### config.mk
export PLATFORM = sky130hd
export DESIGN_NAME = timer8_count_compare_unit
export DESIGN_NICKNAME = d
export VERILOG_FILES = /design/src/timer8_count_compare_unit.v
export VERILOG_INCLUDE_DIRS = /design/src
export SDC_FILE = /design/constraint.sdc
export NUM_CORES = 1
export LEC_CHECK = 0
export ABC_AREA = 1
export BUFFER_PORTS_ARGS = -buffer_cell sky130_fd_sc_hd__buf_4
export CAP_MARGIN = 20
export CORE_MARGIN = 5
export CORE_UTILIZATION = 30
export DETAILED_ROUTE_END_ITERATION = 16
export GPL_TIMING_DRIVEN = 1
export PLACE_DENSITY = 0.49
export SETUP_SLACK_MARGIN = 0.1
export SLEW_MARGIN = 25
export SYNTH_ARGS = -nofsm -noshare
export SYNTH_HDL_FRONTEND = slang
export SYNTH_SLANG_ARGS = --single-unit
### constraint.sdc
create_clock -name clk -period 5.05 [get_ports clk]
set_input_delay 0.7575 -clock clk [delete_from_list [all_inputs] [get_ports clk]]
set_output_delay 0.7575 -clock clk [all_outputs]
set_load 0.1 [all_outputs]
### src/timer8_regs.vh
// Register offsets, field positions and constants of the 8-bit timer block
`ifndef TIMER8_REGS_VH
`define TIMER8_REGS_VH

// ------------------------------------------------------------
// Register byte addresses
// ------------------------------------------------------------
`define T8_ADDR_CONTROL  12'h000
`define T8_ADDR_COUNT    12'h004
`define T8_ADDR_COMPARE  12'h008
`define T8_ADDR_FLAG     12'h00C
`define T8_ADDR_MASK     12'h010
`define T8_ADDR_STATUS   12'h014

// ------------------------------------------------------------
// Control register fields
// ------------------------------------------------------------
`define T8_CS_LSB        0
`define T8_CS_MSB        2
`define T8_WGM0_BIT      3
`define T8_COM_LSB       4
`define T8_COM_MSB       5
`define T8_WGM1_BIT      6
`define T8_FOC_BIT       7

// Flag and mask bit positions
`define T8_OVF_BIT       0
`define T8_CMP_BIT       1

// Status register bit positions
`define T8_ST_OUT_BIT    0
`define T8_ST_DIR_BIT    1

// ------------------------------------------------------------
// Values
// ------------------------------------------------------------
`define T8_BOTTOM        8'h00
`define T8_MAX           8'hFF
`define T8_ZERO8         8'h00
`define T8_ZERO32        32'h0000_0000

// Waveform modes
`define T8_WGM_NORMAL    2'h0
`define T8_WGM_PCPWM     2'h1
`define T8_WGM_CTC       2'h2
`define T8_WGM_FAST      2'h3

// Output actions
`define T8_COM_NONE      2'h0
`define T8_COM_TOGGLE    2'h1
`define T8_COM_CLEAR     2'h2
`define T8_COM_SET       2'h3

// Tick sources
`define T8_CS_STOP       3'h0
`define T8_CS_DIV1       3'h1
`define T8_CS_DIV8       3'h2
`define T8_CS_DIV64      3'h3
`define T8_CS_DIV256     3'h4
`define T8_CS_DIV1024    3'h5
`define T8_CS_EXT_FALL   3'h6
`define T8_CS_EXT_RISE   3'h7

// Prescaler taps
`define T8_PRE_W         10
`define T8_TAP8          2
`define T8_TAP64         5
`define T8_TAP256        7
`define T8_TAP1024       9

`endif

### src/timer8_count_compare_unit.v
// 8-bit timer/counter with one compare channel and an APB register slave
//
// The APB slave port and the register addresses were chosen for this implementation.
`timescale 1ns/10ps
`include "timer8_regs.vh"

// Behaviour
// - Count and compare are 8-bit readable/writable registers
// - Flags shared register, each gated by mask
// - Tick from prescaler or pin; zero stops
// - Bottom 0x00, max 0xFF, top mode-dependent
// - Each tick clears, increments or decrements
// - Count readable and writable at any time
// - Count write beats any counter update
// - Waveform mode sets sequence and overflow point
// - Overflow flag is a masked interrupt source
// - Comparator continuously checks count equals compare
// - Match sets compare flag next tick
// - Compare interrupt needs enable and global enable
// - Compare flag clears on service or one-write
// - Waveform generator drives output from match
// - Compare buffered in PWM, direct otherwise
// - Buffer copies to active at top (max) in both PWM modes
// - Software reaches buffer or active register
// - Force strobe makes match in non-PWM modes
// - Forced match updates output only
// - Count write blocks match next tick
// - Output state survives mode changes
// - Output action changes take effect immediately
// - Reset forces output state to zero
// - Normal mode counts up, wraps max to bottom
module timer8_count_compare_unit (
  input  wire        clk,
  input  wire        rstn,
  // APB slave
  input  wire        psel,
  input  wire        penable,
  input  wire        pwrite,
  input  wire [11:0] paddr,
  input  wire [31:0] pwdata,
  output reg  [31:0] prdata,
  output reg         pready,
  output reg         pslverr,
  // Timer pins and system
  input  wire        extCountPin,
  input  wire        globalIrqEnable,
  input  wire        overflowIrqAck,
  input  wire        compareIrqAck,
  output reg         compareOutput,
  output reg         overflowIrq,
  output reg         compareIrq
);

  // ------------------------------------------------------------
  // State
  // ------------------------------------------------------------
  reg  [7:0]            countValue_q;     // Live counter
  reg  [7:0]            compareActive_q;  // Compared against counter
  reg  [7:0]            compareBuffer_q;  // PWM shadow of compare
  reg  [2:0]            tickSource_q;     // Tick source field
  reg  [1:0]            waveMode_q;       // Waveform mode field
  reg  [1:0]            outAction_q;      // Output action field
  reg                   overflowFlag_q;   // Sticky overflow
  reg                   compareFlag_q;    // Sticky compare
  reg                   overflowMask_q;   // Overflow enable
  reg                   compareMask_q;    // Compare irq enable
  reg                   countDown_q;      // Phase correct direction
  reg                   blockMatch_q;     // Match blocked after count write
  reg                   matchPend_q;      // Match waiting for next tick
  reg  [`T8_PRE_W-1:0]  prescale_q;       // Free running prescaler
  reg                   extSync1_q;       // Pin synchroniser first stage
  reg                   extSync2_q;       // Pin synchroniser second stage
  reg                   extPrev_q;        // Previous synced pin level
  // Software must set the output state, for example by a forced match,
  // before the pin is enabled, and must not write a count equal to the
  // compare value or write bottom while counting down: that match is lost.

  // ------------------------------------------------------------
  // Bus decode
  // ------------------------------------------------------------
  // Zero wait state: answer on the first access cycle
  // Writes land at the access edge, when psel, penable and pwrite are
  // all high; the setup edge only prepares read data and the answer.
  // The slave never stalls, so a master that waits on pready is served
  // on its first access edge; unmapped words are refused with pslverr.
  wire apbWr = psel & penable & pwrite;
  wire apbRd = psel & penable & ~pwrite;
  wire wrCtl = apbWr & (paddr == `T8_ADDR_CONTROL);
  wire wrCnt = apbWr & (paddr == `T8_ADDR_COUNT);
  wire wrCmp = apbWr & (paddr == `T8_ADDR_COMPARE);
  wire wrFlg = apbWr & (paddr == `T8_ADDR_FLAG);
  wire wrMsk = apbWr & (paddr == `T8_ADDR_MASK);

  // Unmapped address check
  function mapped;
    input [11:0] a;
    begin
      mapped = (a == `T8_ADDR_CONTROL) | (a == `T8_ADDR_COUNT) |
               (a == `T8_ADDR_COMPARE) | (a == `T8_ADDR_FLAG) |
               (a == `T8_ADDR_MASK) | (a == `T8_ADDR_STATUS);
    end
  endfunction

  // PWM mode test, used by buffering and force logic
  function isPwm;
    input [1:0] m;
    begin
      isPwm = (m == `T8_WGM_PCPWM) | (m == `T8_WGM_FAST);
    end
  endfunction

  // Output action on a match
  function applyAction;
    input [1:0] act;
    input       cur;
    begin
      case (act)
        `T8_COM_TOGGLE: applyAction = ~cur;
        `T8_COM_CLEAR:  applyAction = 1'b0;
        `T8_COM_SET:    applyAction = 1'b1;
        default:        applyAction = cur;
      endcase
    end
  endfunction

  // ------------------------------------------------------------
  // Tick selection
  // ------------------------------------------------------------
  wire [`T8_PRE_W-1:0] prescaleNext = prescale_q + {{(`T8_PRE_W-1){1'b0}}, 1'b1};
  // Tap rollover marks a divided tick
  // The prescaler runs freely and is never cleared by a control write,
  // so the first divided tick after a start may come early; this saves
  // a clear path and suits a prescaler shared by several timers.
  wire [`T8_PRE_W-1:0] rollBits = prescale_q & ~prescaleNext;
  reg                  timerTick;

  // Choose tick source; zero field stops the counter
  // Pin edges are seen three clocks after the pin moves; pulses shorter
  // than one clock may be lost, which limits the pin count rate.
  always @* begin
    case (tickSource_q)
      `T8_CS_DIV1:     timerTick = 1'b1;
      `T8_CS_DIV8:     timerTick = rollBits[`T8_TAP8];
      `T8_CS_DIV64:    timerTick = rollBits[`T8_TAP64];
      `T8_CS_DIV256:   timerTick = rollBits[`T8_TAP256];
      `T8_CS_DIV1024:  timerTick = rollBits[`T8_TAP1024];
      `T8_CS_EXT_FALL: timerTick = extPrev_q & ~extSync2_q;
      `T8_CS_EXT_RISE: timerTick = ~extPrev_q & extSync2_q;
      default:         timerTick = 1'b0;
    endcase
  end

  // ------------------------------------------------------------
  // Counter, compare and waveform next state
  // ------------------------------------------------------------
  // The compare runs against the active register at every clock, but
  // only a tick turns a match into an effect, so a stopped counter
  // never sets the compare flag by itself.
  wire       atBottom = (countValue_q == `T8_BOTTOM);
  wire       atMax    = (countValue_q == `T8_MAX);
  wire       match    = (countValue_q == compareActive_q);
  wire       pwmMode  = isPwm(waveMode_q);
  wire       fcWrite  = wrCtl & pwdata[`T8_FOC_BIT];
  // Mode bits are not adjacent in the control word, so gather them here
  wire [1:0] ctlMode  = {pwdata[`T8_WGM1_BIT], pwdata[`T8_WGM0_BIT]};

  reg  [7:0] countD;
  reg        dirD;
  reg        ovfSet;
  reg        cmpSet;
  reg        outD;
  reg  [7:0] activeD;
  reg        matchEff;

  // Next count, direction, flags, output and active compare. Later
  // assignments override earlier ones, which is how a software write
  // beats the counter and how a forced match beats a real one.
  always @* begin
    countD   = countValue_q;
    dirD     = countDown_q;
    ovfSet   = 1'b0;
    cmpSet   = 1'b0;
    outD     = compareOutput;
    activeD  = compareActive_q;
    // A counted-in match acts on the following tick unless blocked
    matchEff = timerTick & matchPend_q & ~blockMatch_q;
    if (timerTick) begin
      case (waveMode_q)
        `T8_WGM_NORMAL: begin
          countD = countValue_q + 8'h01;
          ovfSet = atMax;
        end
        `T8_WGM_CTC: begin
          // Clear on match; a blocked match lets the count run past
          countD = (match & ~blockMatch_q) ? `T8_BOTTOM : countValue_q + 8'h01;
          ovfSet = atMax;
        end
        `T8_WGM_FAST: begin
          countD = countValue_q + 8'h01;
          ovfSet = atMax;
          if (atMax) begin
            activeD = compareBuffer_q;
          end
        end
        default: begin
          // Phase correct: up to max, down to bottom
          // Direction turns at max and at bottom; overflow marks bottom
          // Buffer reload at max keeps both slopes of a pulse equal
          if (countDown_q) begin
            if (atBottom) begin
              dirD   = 1'b0;
              countD = countValue_q + 8'h01;
              ovfSet = 1'b1;
            end else begin
              countD = countValue_q - 8'h01;
            end
          end else if (atMax) begin
            dirD    = 1'b1;
            countD  = countValue_q - 8'h01;
            activeD = compareBuffer_q;
          end else begin
            countD = countValue_q + 8'h01;
          end
        end
      endcase
      cmpSet = matchEff;
      // Waveform generation from match, and from max in fast PWM
      // In PWM modes action bit one enables the pin and bit zero inverts it
      case (waveMode_q)
        `T8_WGM_FAST: begin
          if (matchEff && outAction_q[1]) begin
            outD = outAction_q[0];
          end else if (atMax && outAction_q[1]) begin
            outD = ~outAction_q[0];
          end
        end
        `T8_WGM_PCPWM: begin
          if (matchEff && outAction_q[1]) begin
            outD = outAction_q[0] ^ countDown_q;
          end
        end
        default: begin
          if (matchEff) begin
            outD = applyAction(outAction_q, compareOutput);
          end
        end
      endcase
    end
    // Forced match: output only, no flag, no counter effect
    // The strobe uses the mode and action of its own control write
    if (fcWrite && !isPwm(ctlMode)) begin
      outD = applyAction(pwdata[`T8_COM_MSB:`T8_COM_LSB], compareOutput);
    end
    // Software write has priority over any counting
    if (wrCnt) begin
      countD = pwdata[7:0];
    end
    // Unbuffered modes write active compare directly
    // A PWM write reaches only the buffer, loaded at the next max
    if (wrCmp && !pwmMode) begin
      activeD = pwdata[7:0];
    end
  end

  // ------------------------------------------------------------
  // Registers
  // ------------------------------------------------------------
  // All state reset to zero, counter stopped
  // Only constants in the reset branch, so release is clean
  always @(posedge clk or negedge rstn) begin
    if (!rstn) begin
      countValue_q    <= `T8_ZERO8;
      compareActive_q <= `T8_ZERO8;
      compareBuffer_q <= `T8_ZERO8;
      tickSource_q    <= `T8_CS_STOP;
      waveMode_q      <= `T8_WGM_NORMAL;
      outAction_q     <= `T8_COM_NONE;
      overflowFlag_q  <= 1'b0;
      compareFlag_q   <= 1'b0;
      overflowMask_q  <= 1'b0;
      compareMask_q   <= 1'b0;
      countDown_q     <= 1'b0;
      blockMatch_q    <= 1'b0;
      matchPend_q     <= 1'b0;
      prescale_q      <= {`T8_PRE_W{1'b0}};
      extSync1_q      <= 1'b0;
      extSync2_q      <= 1'b0;
      extPrev_q       <= 1'b0;
      compareOutput   <= 1'b0;
      overflowIrq     <= 1'b0;
      compareIrq      <= 1'b0;
    end else begin
      prescale_q      <= prescaleNext;
      // Pin synchroniser, first stage read only by second
      // Third flop keeps the previous level for edge detection
      extSync1_q      <= extCountPin;
      extSync2_q      <= extSync1_q;
      extPrev_q       <= extSync2_q;
      countValue_q    <= countD;
      countDown_q     <= dirD;
      compareActive_q <= activeD;
      compareOutput   <= outD;
      // Match sampled on each tick, acted on at the next one
      // A match seen on the first tick after a count write is dropped,
      // so writing the compare value into the count raises no flag
      if (timerTick) begin
        matchPend_q <= match & ~blockMatch_q;
      end
      // Count write blocks the match of the following tick
      if (wrCnt) begin
        blockMatch_q <= 1'b1;
      end else if (timerTick) begin
        blockMatch_q <= 1'b0;
      end
      if (wrCmp) begin
        compareBuffer_q <= pwdata[7:0];
      end
      if (wrCtl) begin
        tickSource_q <= pwdata[`T8_CS_MSB:`T8_CS_LSB];
        waveMode_q   <= ctlMode;
        outAction_q  <= pwdata[`T8_COM_MSB:`T8_COM_LSB];
      end
      if (wrMsk) begin
        overflowMask_q <= pwdata[`T8_OVF_BIT];
        compareMask_q  <= pwdata[`T8_CMP_BIT];
      end
      // Set beats clear in the same cycle
      // Losing an event is worse than a spurious service, so a flag set by
      // hardware survives a write-one clear or a service in that cycle
      if (ovfSet) begin
        overflowFlag_q <= 1'b1;
      end else if ((wrFlg && pwdata[`T8_OVF_BIT]) || overflowIrqAck) begin
        overflowFlag_q <= 1'b0;
      end
      if (cmpSet) begin
        compareFlag_q <= 1'b1;
      end else if ((wrFlg && pwdata[`T8_CMP_BIT]) || compareIrqAck) begin
        compareFlag_q <= 1'b0;
      end
      // Interrupt requests, gated by mask and global enable
      // Including the set term saves a cycle of request latency
      overflowIrq <= (overflowFlag_q | ovfSet) & overflowMask_q & globalIrqEnable;
      compareIrq  <= (compareFlag_q | cmpSet) & compareMask_q & globalIrqEnable;
    end
  end

  // ------------------------------------------------------------
  // APB answer
  // ------------------------------------------------------------
  // Read data, ready and error registered in the access cycle
  // Read data is captured at the setup edge, so it shows the state one
  // cycle before the access edge; a write in that cycle is not seen.
  always @(posedge clk or negedge rstn) begin
    if (!rstn) begin
      prdata  <= `T8_ZERO32;
      pready  <= 1'b0;
      pslverr <= 1'b0;
    end else begin
      pready  <= psel & ~penable;
      pslverr <= psel & ~penable & ~mapped(paddr);
      prdata  <= `T8_ZERO32;
      if (psel && !penable && !pwrite) begin
        case (paddr)
          `T8_ADDR_CONTROL: prdata <= {24'h000000, 1'b0, waveMode_q[1], outAction_q,
                                       waveMode_q[0], tickSource_q};
          `T8_ADDR_COUNT:   prdata <= {24'h000000, countValue_q};
          `T8_ADDR_COMPARE: prdata <= {24'h000000,
                                       pwmMode ? compareBuffer_q : compareActive_q};
          `T8_ADDR_FLAG:    prdata <= {30'h0, compareFlag_q, overflowFlag_q};
          `T8_ADDR_MASK:    prdata <= {30'h0, compareMask_q, overflowMask_q};
          `T8_ADDR_STATUS:  prdata <= {30'h0, countDown_q, compareOutput};
          default:          prdata <= `T8_ZERO32;
        endcase
      end
    end
  end

endmodule // timer8_count_compare_unit

==> After elaboration in Yosys (flattened, before gate mapping) <==
Cells that the tools add are included.
{ "word_totals": {"regBits": 88, "wordCells": 164, "out_inout_bits": 37, "latchBits": 0, "n_memories": 0, "mem_bits_rw": 0, "mem_bits_ro": 0} }
{ "classes": {"reduce_logical": 30, "n_mul": 0, "div_mod_pow": 0, "shift": 0, "magnitude_cmp": 0, "n_addsub": 3, "bitwise": 39, "eq_ne": 30, "muxes": 39} }
{ "op_table": {"columns": ["op", "n"], "rows": [
  ["$mux W8", 12],
  ["$pmux W8 S6", 1],
  ["$pmux W8 S2", 2],
  ["$eq A12 B4 Y1 const B", 2],
  ["$eq A12 B5 Y1 const B", 2],
  ["$mux W1", 20],
  ["$and A1 B1 Y1", 19],
  ["$eq A2 B2 Y1 const B", 7],
  ["$eq A12 B3 Y1 const B", 1],
  ["$eq A3 B3 Y1 const B", 4],
  ["$logic_not A12 Y1", 1],
  ["$add A10 B1 Y10 const B", 1],
  ["$and A10 B10 Y10", 1],
  ["$not A10 Y10", 1],
  ["$reduce_bool A2 Y1", 5],
  ["$or A1 B1 Y1", 9],
  ["$add A8 B1 Y8 const B", 1],
  ["$eq A2 B1 Y1 const B", 4],
  ["$eq A8 B8 Y1", 1],
  ["$eq A8 B8 Y1 const B", 1],
  ["$logic_and A1 B1 Y1", 8],
  ["$logic_not A8 Y1", 1],
  ["$ne A4 B1 Y1 const B", 2],
  ["$not A1 Y1", 8],
  ["other kinds (19)", 27]
]} }

==> Logic depth before layout (Yosys ltp) <==
{ "depth": {"ltp_word": 11, "mapped_depth": 17, "depth_no_buf": 17} }

==> Worst setup path before layout <==
Ideal clock, no wire load.
{ "synth_timing": {"path_type": "flip-flop to flip-flop", "start": "register prescale_q[0]", "end": "register compareActive_q[0]", "required_ps": 4920, "t_arrival_ps": 1781, "setup_time_ps": 130, "path_slack_ps": 3138, "stages_incl_launch_ff": 15, "path_buffers": 1, "cell_sequence": "dfrtp_1 > nand4_1 > nor3b_1 > and3_1 > ha_1 > inv_1 > nand2_1 > nand2_1 > nand3_2 > nand2_4 > inv_2 > nand2_2 > o21ai_2 > buf_6 > o211ai_1"} }
{ "synth_between": {"elab_chain_len": 6} }
{ "synth_rtl": {"columns": ["item", "line_no", "source"], "rows": [
  ["from (decl)", "timer8_count_compare_unit.v:70", "reg [`T8_PRE_W-1:0] prescale_q;"],
  ["from (signal assigned)", "timer8_count_compare_unit.v:285", "prescale_q <= {`T8_PRE_W{1'b0}};"],
  ["from (signal assigned)", "timer8_count_compare_unit.v:293", "prescale_q <= prescaleNext;"],
  ["$add A10 B1 Y10", "timer8_count_compare_unit.v:129", "wire [`T8_PRE_W-1:0] prescaleNext = prescale_q + {{(`T8_PRE_W-1){1'b0}}, 1'b1};"],
  ["$not A10 Y10", "timer8_count_compare_unit.v:134", "wire [`T8_PRE_W-1:0] rollBits = prescale_q & ~prescaleNext;"],
  ["$and A10 B10 Y10", "timer8_count_compare_unit.v:134", null],
  ["$pmux W1 S7", "timer8_count_compare_unit.v:141", "case (tickSource_q)"],
  ["$reduce_bool A2 Y1 (no line)", null, null],
  ["$reduce_and A3 Y1 (no line)", null, null],
  ["to (signal assigned)", "timer8_count_compare_unit.v:273", "compareActive_q <= `T8_ZERO8;"],
  ["to (signal assigned)", "timer8_count_compare_unit.v:301", "compareActive_q <= activeD;"],
  ["to (decl)", "timer8_count_compare_unit.v:58", "reg [7:0] compareActive_q;"]
]} }
No other way between the ends.
A chain may end at the register's enable or synchronous reset.

==> Final worst setup path <==
{ "layout_timing": {"start": "register waveMode_q[1]", "end": "register prdata[1]"} }
{ "layout_between": {"elab_chain_len": 5, "word_cells_on_any_way": 6} }
{ "layout_rtl": {"columns": ["item", "line_no", "source"], "rows": [
  ["from (decl)", "timer8_count_compare_unit.v:61", "reg [1:0] waveMode_q;"],
  ["from (signal assigned)", "timer8_count_compare_unit.v:276", "waveMode_q <= `T8_WGM_NORMAL;"],
  ["from (signal assigned)", "timer8_count_compare_unit.v:320", "waveMode_q <= ctlMode;"],
  ["$eq A2 B1 Y1 / $eq A2 B2 Y1 (equally long branches)", null, null],
  ["$or A1 B1 Y1 (*)", "timer8_count_compare_unit.v:108", "isPwm = (m == `T8_WGM_PCPWM) | (m == `T8_WGM_FAST);"],
  ["$mux W8 (*)", "timer8_count_compare_unit.v:368", "pwmMode ? compareBuffer_q : compareActive_q};"],
  ["$pmux W8 S6 (*)", "timer8_count_compare_unit.v:363", "case (paddr)"],
  ["$mux W8 (*)", "timer8_count_compare_unit.v:362", "if (psel && !penable && !pwrite) begin"],
  ["to (signal assigned)", "timer8_count_compare_unit.v:364", "`T8_ADDR_CONTROL: prdata <= {24'h000000, 1'b0, waveMode_q[1], outAction_q,"],
  ["to (signal assigned)", "timer8_count_compare_unit.v:369", "`T8_ADDR_FLAG: prdata <= {30'h0, compareFlag_q, overflowFlag_q};"],
  ["to (signal assigned)", "timer8_count_compare_unit.v:370", "`T8_ADDR_MASK: prdata <= {30'h0, compareMask_q, overflowMask_q};"],
  ["to (decl)", "timer8_count_compare_unit.v:41", "output reg [31:0] prdata,"]
]} }
Every way passes the cells marked *; elsewhere a longest branch is shown, timed or not.

==> results.ini <==
[clocking]
cts-htree-levels=3
cts_made_buffers=9
hold_buffers=0
insertion_delay_ns=0.33
cts_tree=yes
clockRootBuffer=clkbuf_16
clock_sinks=64
cts_resized=0
postCtsSetupBuffers=0
cts.reportedPaths.clkPinSlew_ns=0.06
cts_buffer_depth=2

[placed_design]
hpwl_um=8599
place_congestion=0.8960
placed_area_sq_um=4498
port_buffers=41

[worst_setup_path]
cpPeakStageDelay_ns=0.71
cp-start-kind=register
required_ns=5.27
critPathMaxFanout=11
critPathArrivalTime_ns=3.11
worstPathCellList=inv_1, ha_1, nor2_1, clkinv_1, nand2_1, o21ai_0, nand2_1, o21ai_0, nor3_1, nor2_1
critPathSlowestCell=nor2_1
worstSetupEndpointType=register
criticalPathCategory=register to register

[floorplan]
rows=42
die_h_um=127.4
die_x_um=127.4
ios=90
core_sq_um=13400
initial_utilization_pct=30.84
die_area_sq_um=16220

[power]
totalPowerFinal_mw=1.336
ir_drop_mv=0.1247
p_leak_nw=2.367
powerDensity_nw_per_um2=277.2

[synth]
ys_ff_latch=64
yosys_warnings=0
netlist_area_sq_um=4133
synth-main-ff-cell=dfrtp_1
ys_seq_area_share_pct=38.75
ys_types=43
ys_async_sr_fraction_pct=100.0
synth_area_per_cell_sq_um=7.783
synth_edf_count=0
synthCells=531

[global_routing]
grt_remaining_overflow=0
grt_pass1_vias=3315
antenna_found_initial=0
grt_usage_pct=13.98
grt_max_degree=65
grt_first_pass_wirelength_um=17610

[sta]
worst_pin_slew_ns=0.8625
fin_skew_ns=0.008373
slew_violations=0
period_share_pct=57.26
setup_viol=0
timing.fmax_mhz=345.8
hold_viol=0
relSlewSlack_pct=42.29
setup_tns_ns=0
period_needed_ns=2.892
grt_setup_unrepaired=no

[final_layout]
layout_common_cells=108 x nand2_1, 64 x dfrtp_1, 61 x inv_1, 44 x nand3_1, 44 x nor2_1
fin_nets=640
n_antenna_cell=0
syn2layout_area_growth_pct=16.62
drive_gt1_share_pct=17.33
layout_commonest_cell=nand2_1
stdcell_area_sq_um=4820

[drt]
detail-route-antenna-nets=0
first_pass_iters=4
wirelength_um=11140
routedWlPerCell_um=14.79
drc_errors=0
vias=3501
vias_per_cell=4.649
drt-initial-drc-count=316

[min_path]
worstHoldPathType=register to register

[job]
cap_violations=0

[outcome]
status=finished, final reports clean

## report_power, final
group          leakage (nW)  switching [mW]  total [mW]  internal (mW)
registers             0.808         0.00255       0.519          0.516
logic                  1.40           0.123       0.147         0.0235
clock network         0.159           0.238       0.670          0.432
total                  2.37           0.364        1.34          0.972
## registers in the layout, summed over array words and instances, names as in the netlist, 2 cells and up
| signal | count |
|---|---|
| prescale_q | 10 |
| countValue_q | 8 |
| waveMode_q | 2 |
| tickSource_q | 3 |
| compareBuffer_q | 8 |
| compareActive_q | 8 |
| prdata | 8 |
| outAction_q | 2 |
## cell families after synthesis
logic type / synth area share, %
AO/OA/AOI/OAI: 11.57
other: 0.09074
XOR/XNOR: 3.603
adder cells (fa/ha/maj): 4.541
AND/OR/NAND/NOR: 28.76
buffers and inverters: 12.68
flip-flops: 38.75
## through the flow
stage	utilization, %	std cells	setup WS, ns	hold WS (ns)
floorplan	-	554	3.138	0.3312
global placement	33.57	737	2.177	0.3330
detailed placement	33.57	737	2.185	0.3364
CTS	35.97	753	2.162	0.3507
global route	35.97	753	1.805	0.3611
finish	35.97	753	2.158	0.3481
## layout make-up
| cell class | count | area (sq um) |
|---|---|---|
| inverters | 72 | 275.3 |
| well taps | 176 | 220.2 |
| fillers | 1403 | 8581 |
| multi-input cells | 384 | 2093 |
| repair buffers | 41 | 307.8 |
| clock inverters | 7 | 96.34 |
| flip-flops and latches | 64 | 1602 |
| clock buffers | 9 | 225.2 |
## cells in the mapped netlist, types with 2 or more instances
master | number | area share, %
a31oi_1 | 2 | 0.30
inv_2 | 9 | 0.82
buf_6 | 2 | 0.54
nor2_1 | 44 | 4.0
nand3_1 | 44 | 5.3
o21ai_1 | 10 | 1.2
buf_4 | 27 | 4.9
nor3_2 | 3 | 0.73
o31ai_1 | 4 | 0.73
nor3_4 | 2 | 0.79
o21ai_2 | 2 | 0.42
a21oi_1 | 18 | 2.2
a21oi_2 | 2 | 0.42
or2_2 | 2 | 0.30
nand3_2 | 3 | 0.73
o22ai_1 | 6 | 0.91
o211ai_1 | 4 | 0.73
inv_1 | 61 | 5.5
nand4_1 | 7 | 1.1
xor2_1 | 11 | 2.3
nor2_2 | 4 | 0.61
nor2_4 | 2 | 0.54
nand2_1 | 108 | 9.8
buf_2 | 3 | 0.36
o21ai_0 | 37 | 4.5
dfrtp_1 | 64 | 39
nand2_4 | 2 | 0.54
ha_1 | 15 | 4.5
xnor2_1 | 6 | 1.3
nor3_1 | 7 | 0.85
nand2_2 | 6 | 0.91
nand3_4 | 3 | 1.3
## worst paths after layout
path                                           startpoint                             end  slack, ns  cells after the start
worst max-delay path            waveMode_q[1]$_DFFE_PN0P_             prdata[1]$_DFF_PN0_       2.16                     10
worst min-delay path                 extSync1_q$_DFF_PN0_            extSync2_q$_DFF_PN0_       0.35                      0
worst max register to register  waveMode_q[1]$_DFFE_PN0P_             prdata[1]$_DFF_PN0_       2.16                     10
worst min register to register       extSync1_q$_DFF_PN0_            extSync2_q$_DFF_PN0_       0.35                      0
max in group asynchronous                            rstn  compareActive_q[3]$_DFFE_PN0P_       3.97                      1
min in group asynchronous                            rstn         prescale_q[3]$_DFF_PN0_       0.51                      1
## per-layer routing
layer | global-route usage, % | wire, um | vias to the layer above
met5 | 0 | 0 | -
met3 | 2.922 | 704 | 12
met4 | 4.795 | 188 | 0
met2 | 21.93 | 5120 | 106
li1 | - | - | 1757
met1 | 19.19 | 5123 | 1626
## worst max-delay path: cells and delay by family (launching register included)
kind / cells / cell delay (ns)
adder cells (fa/ha/maj): 1 / 0.31
buffers and inverters: 2 / 0.60
AO/OA/AOI/OAI: 2 / 0.20
flip-flops: 1 / 0.43
AND/OR/NAND/NOR: 5 / 1.25
No activity file was read; power rests on OpenSTA's default activity.
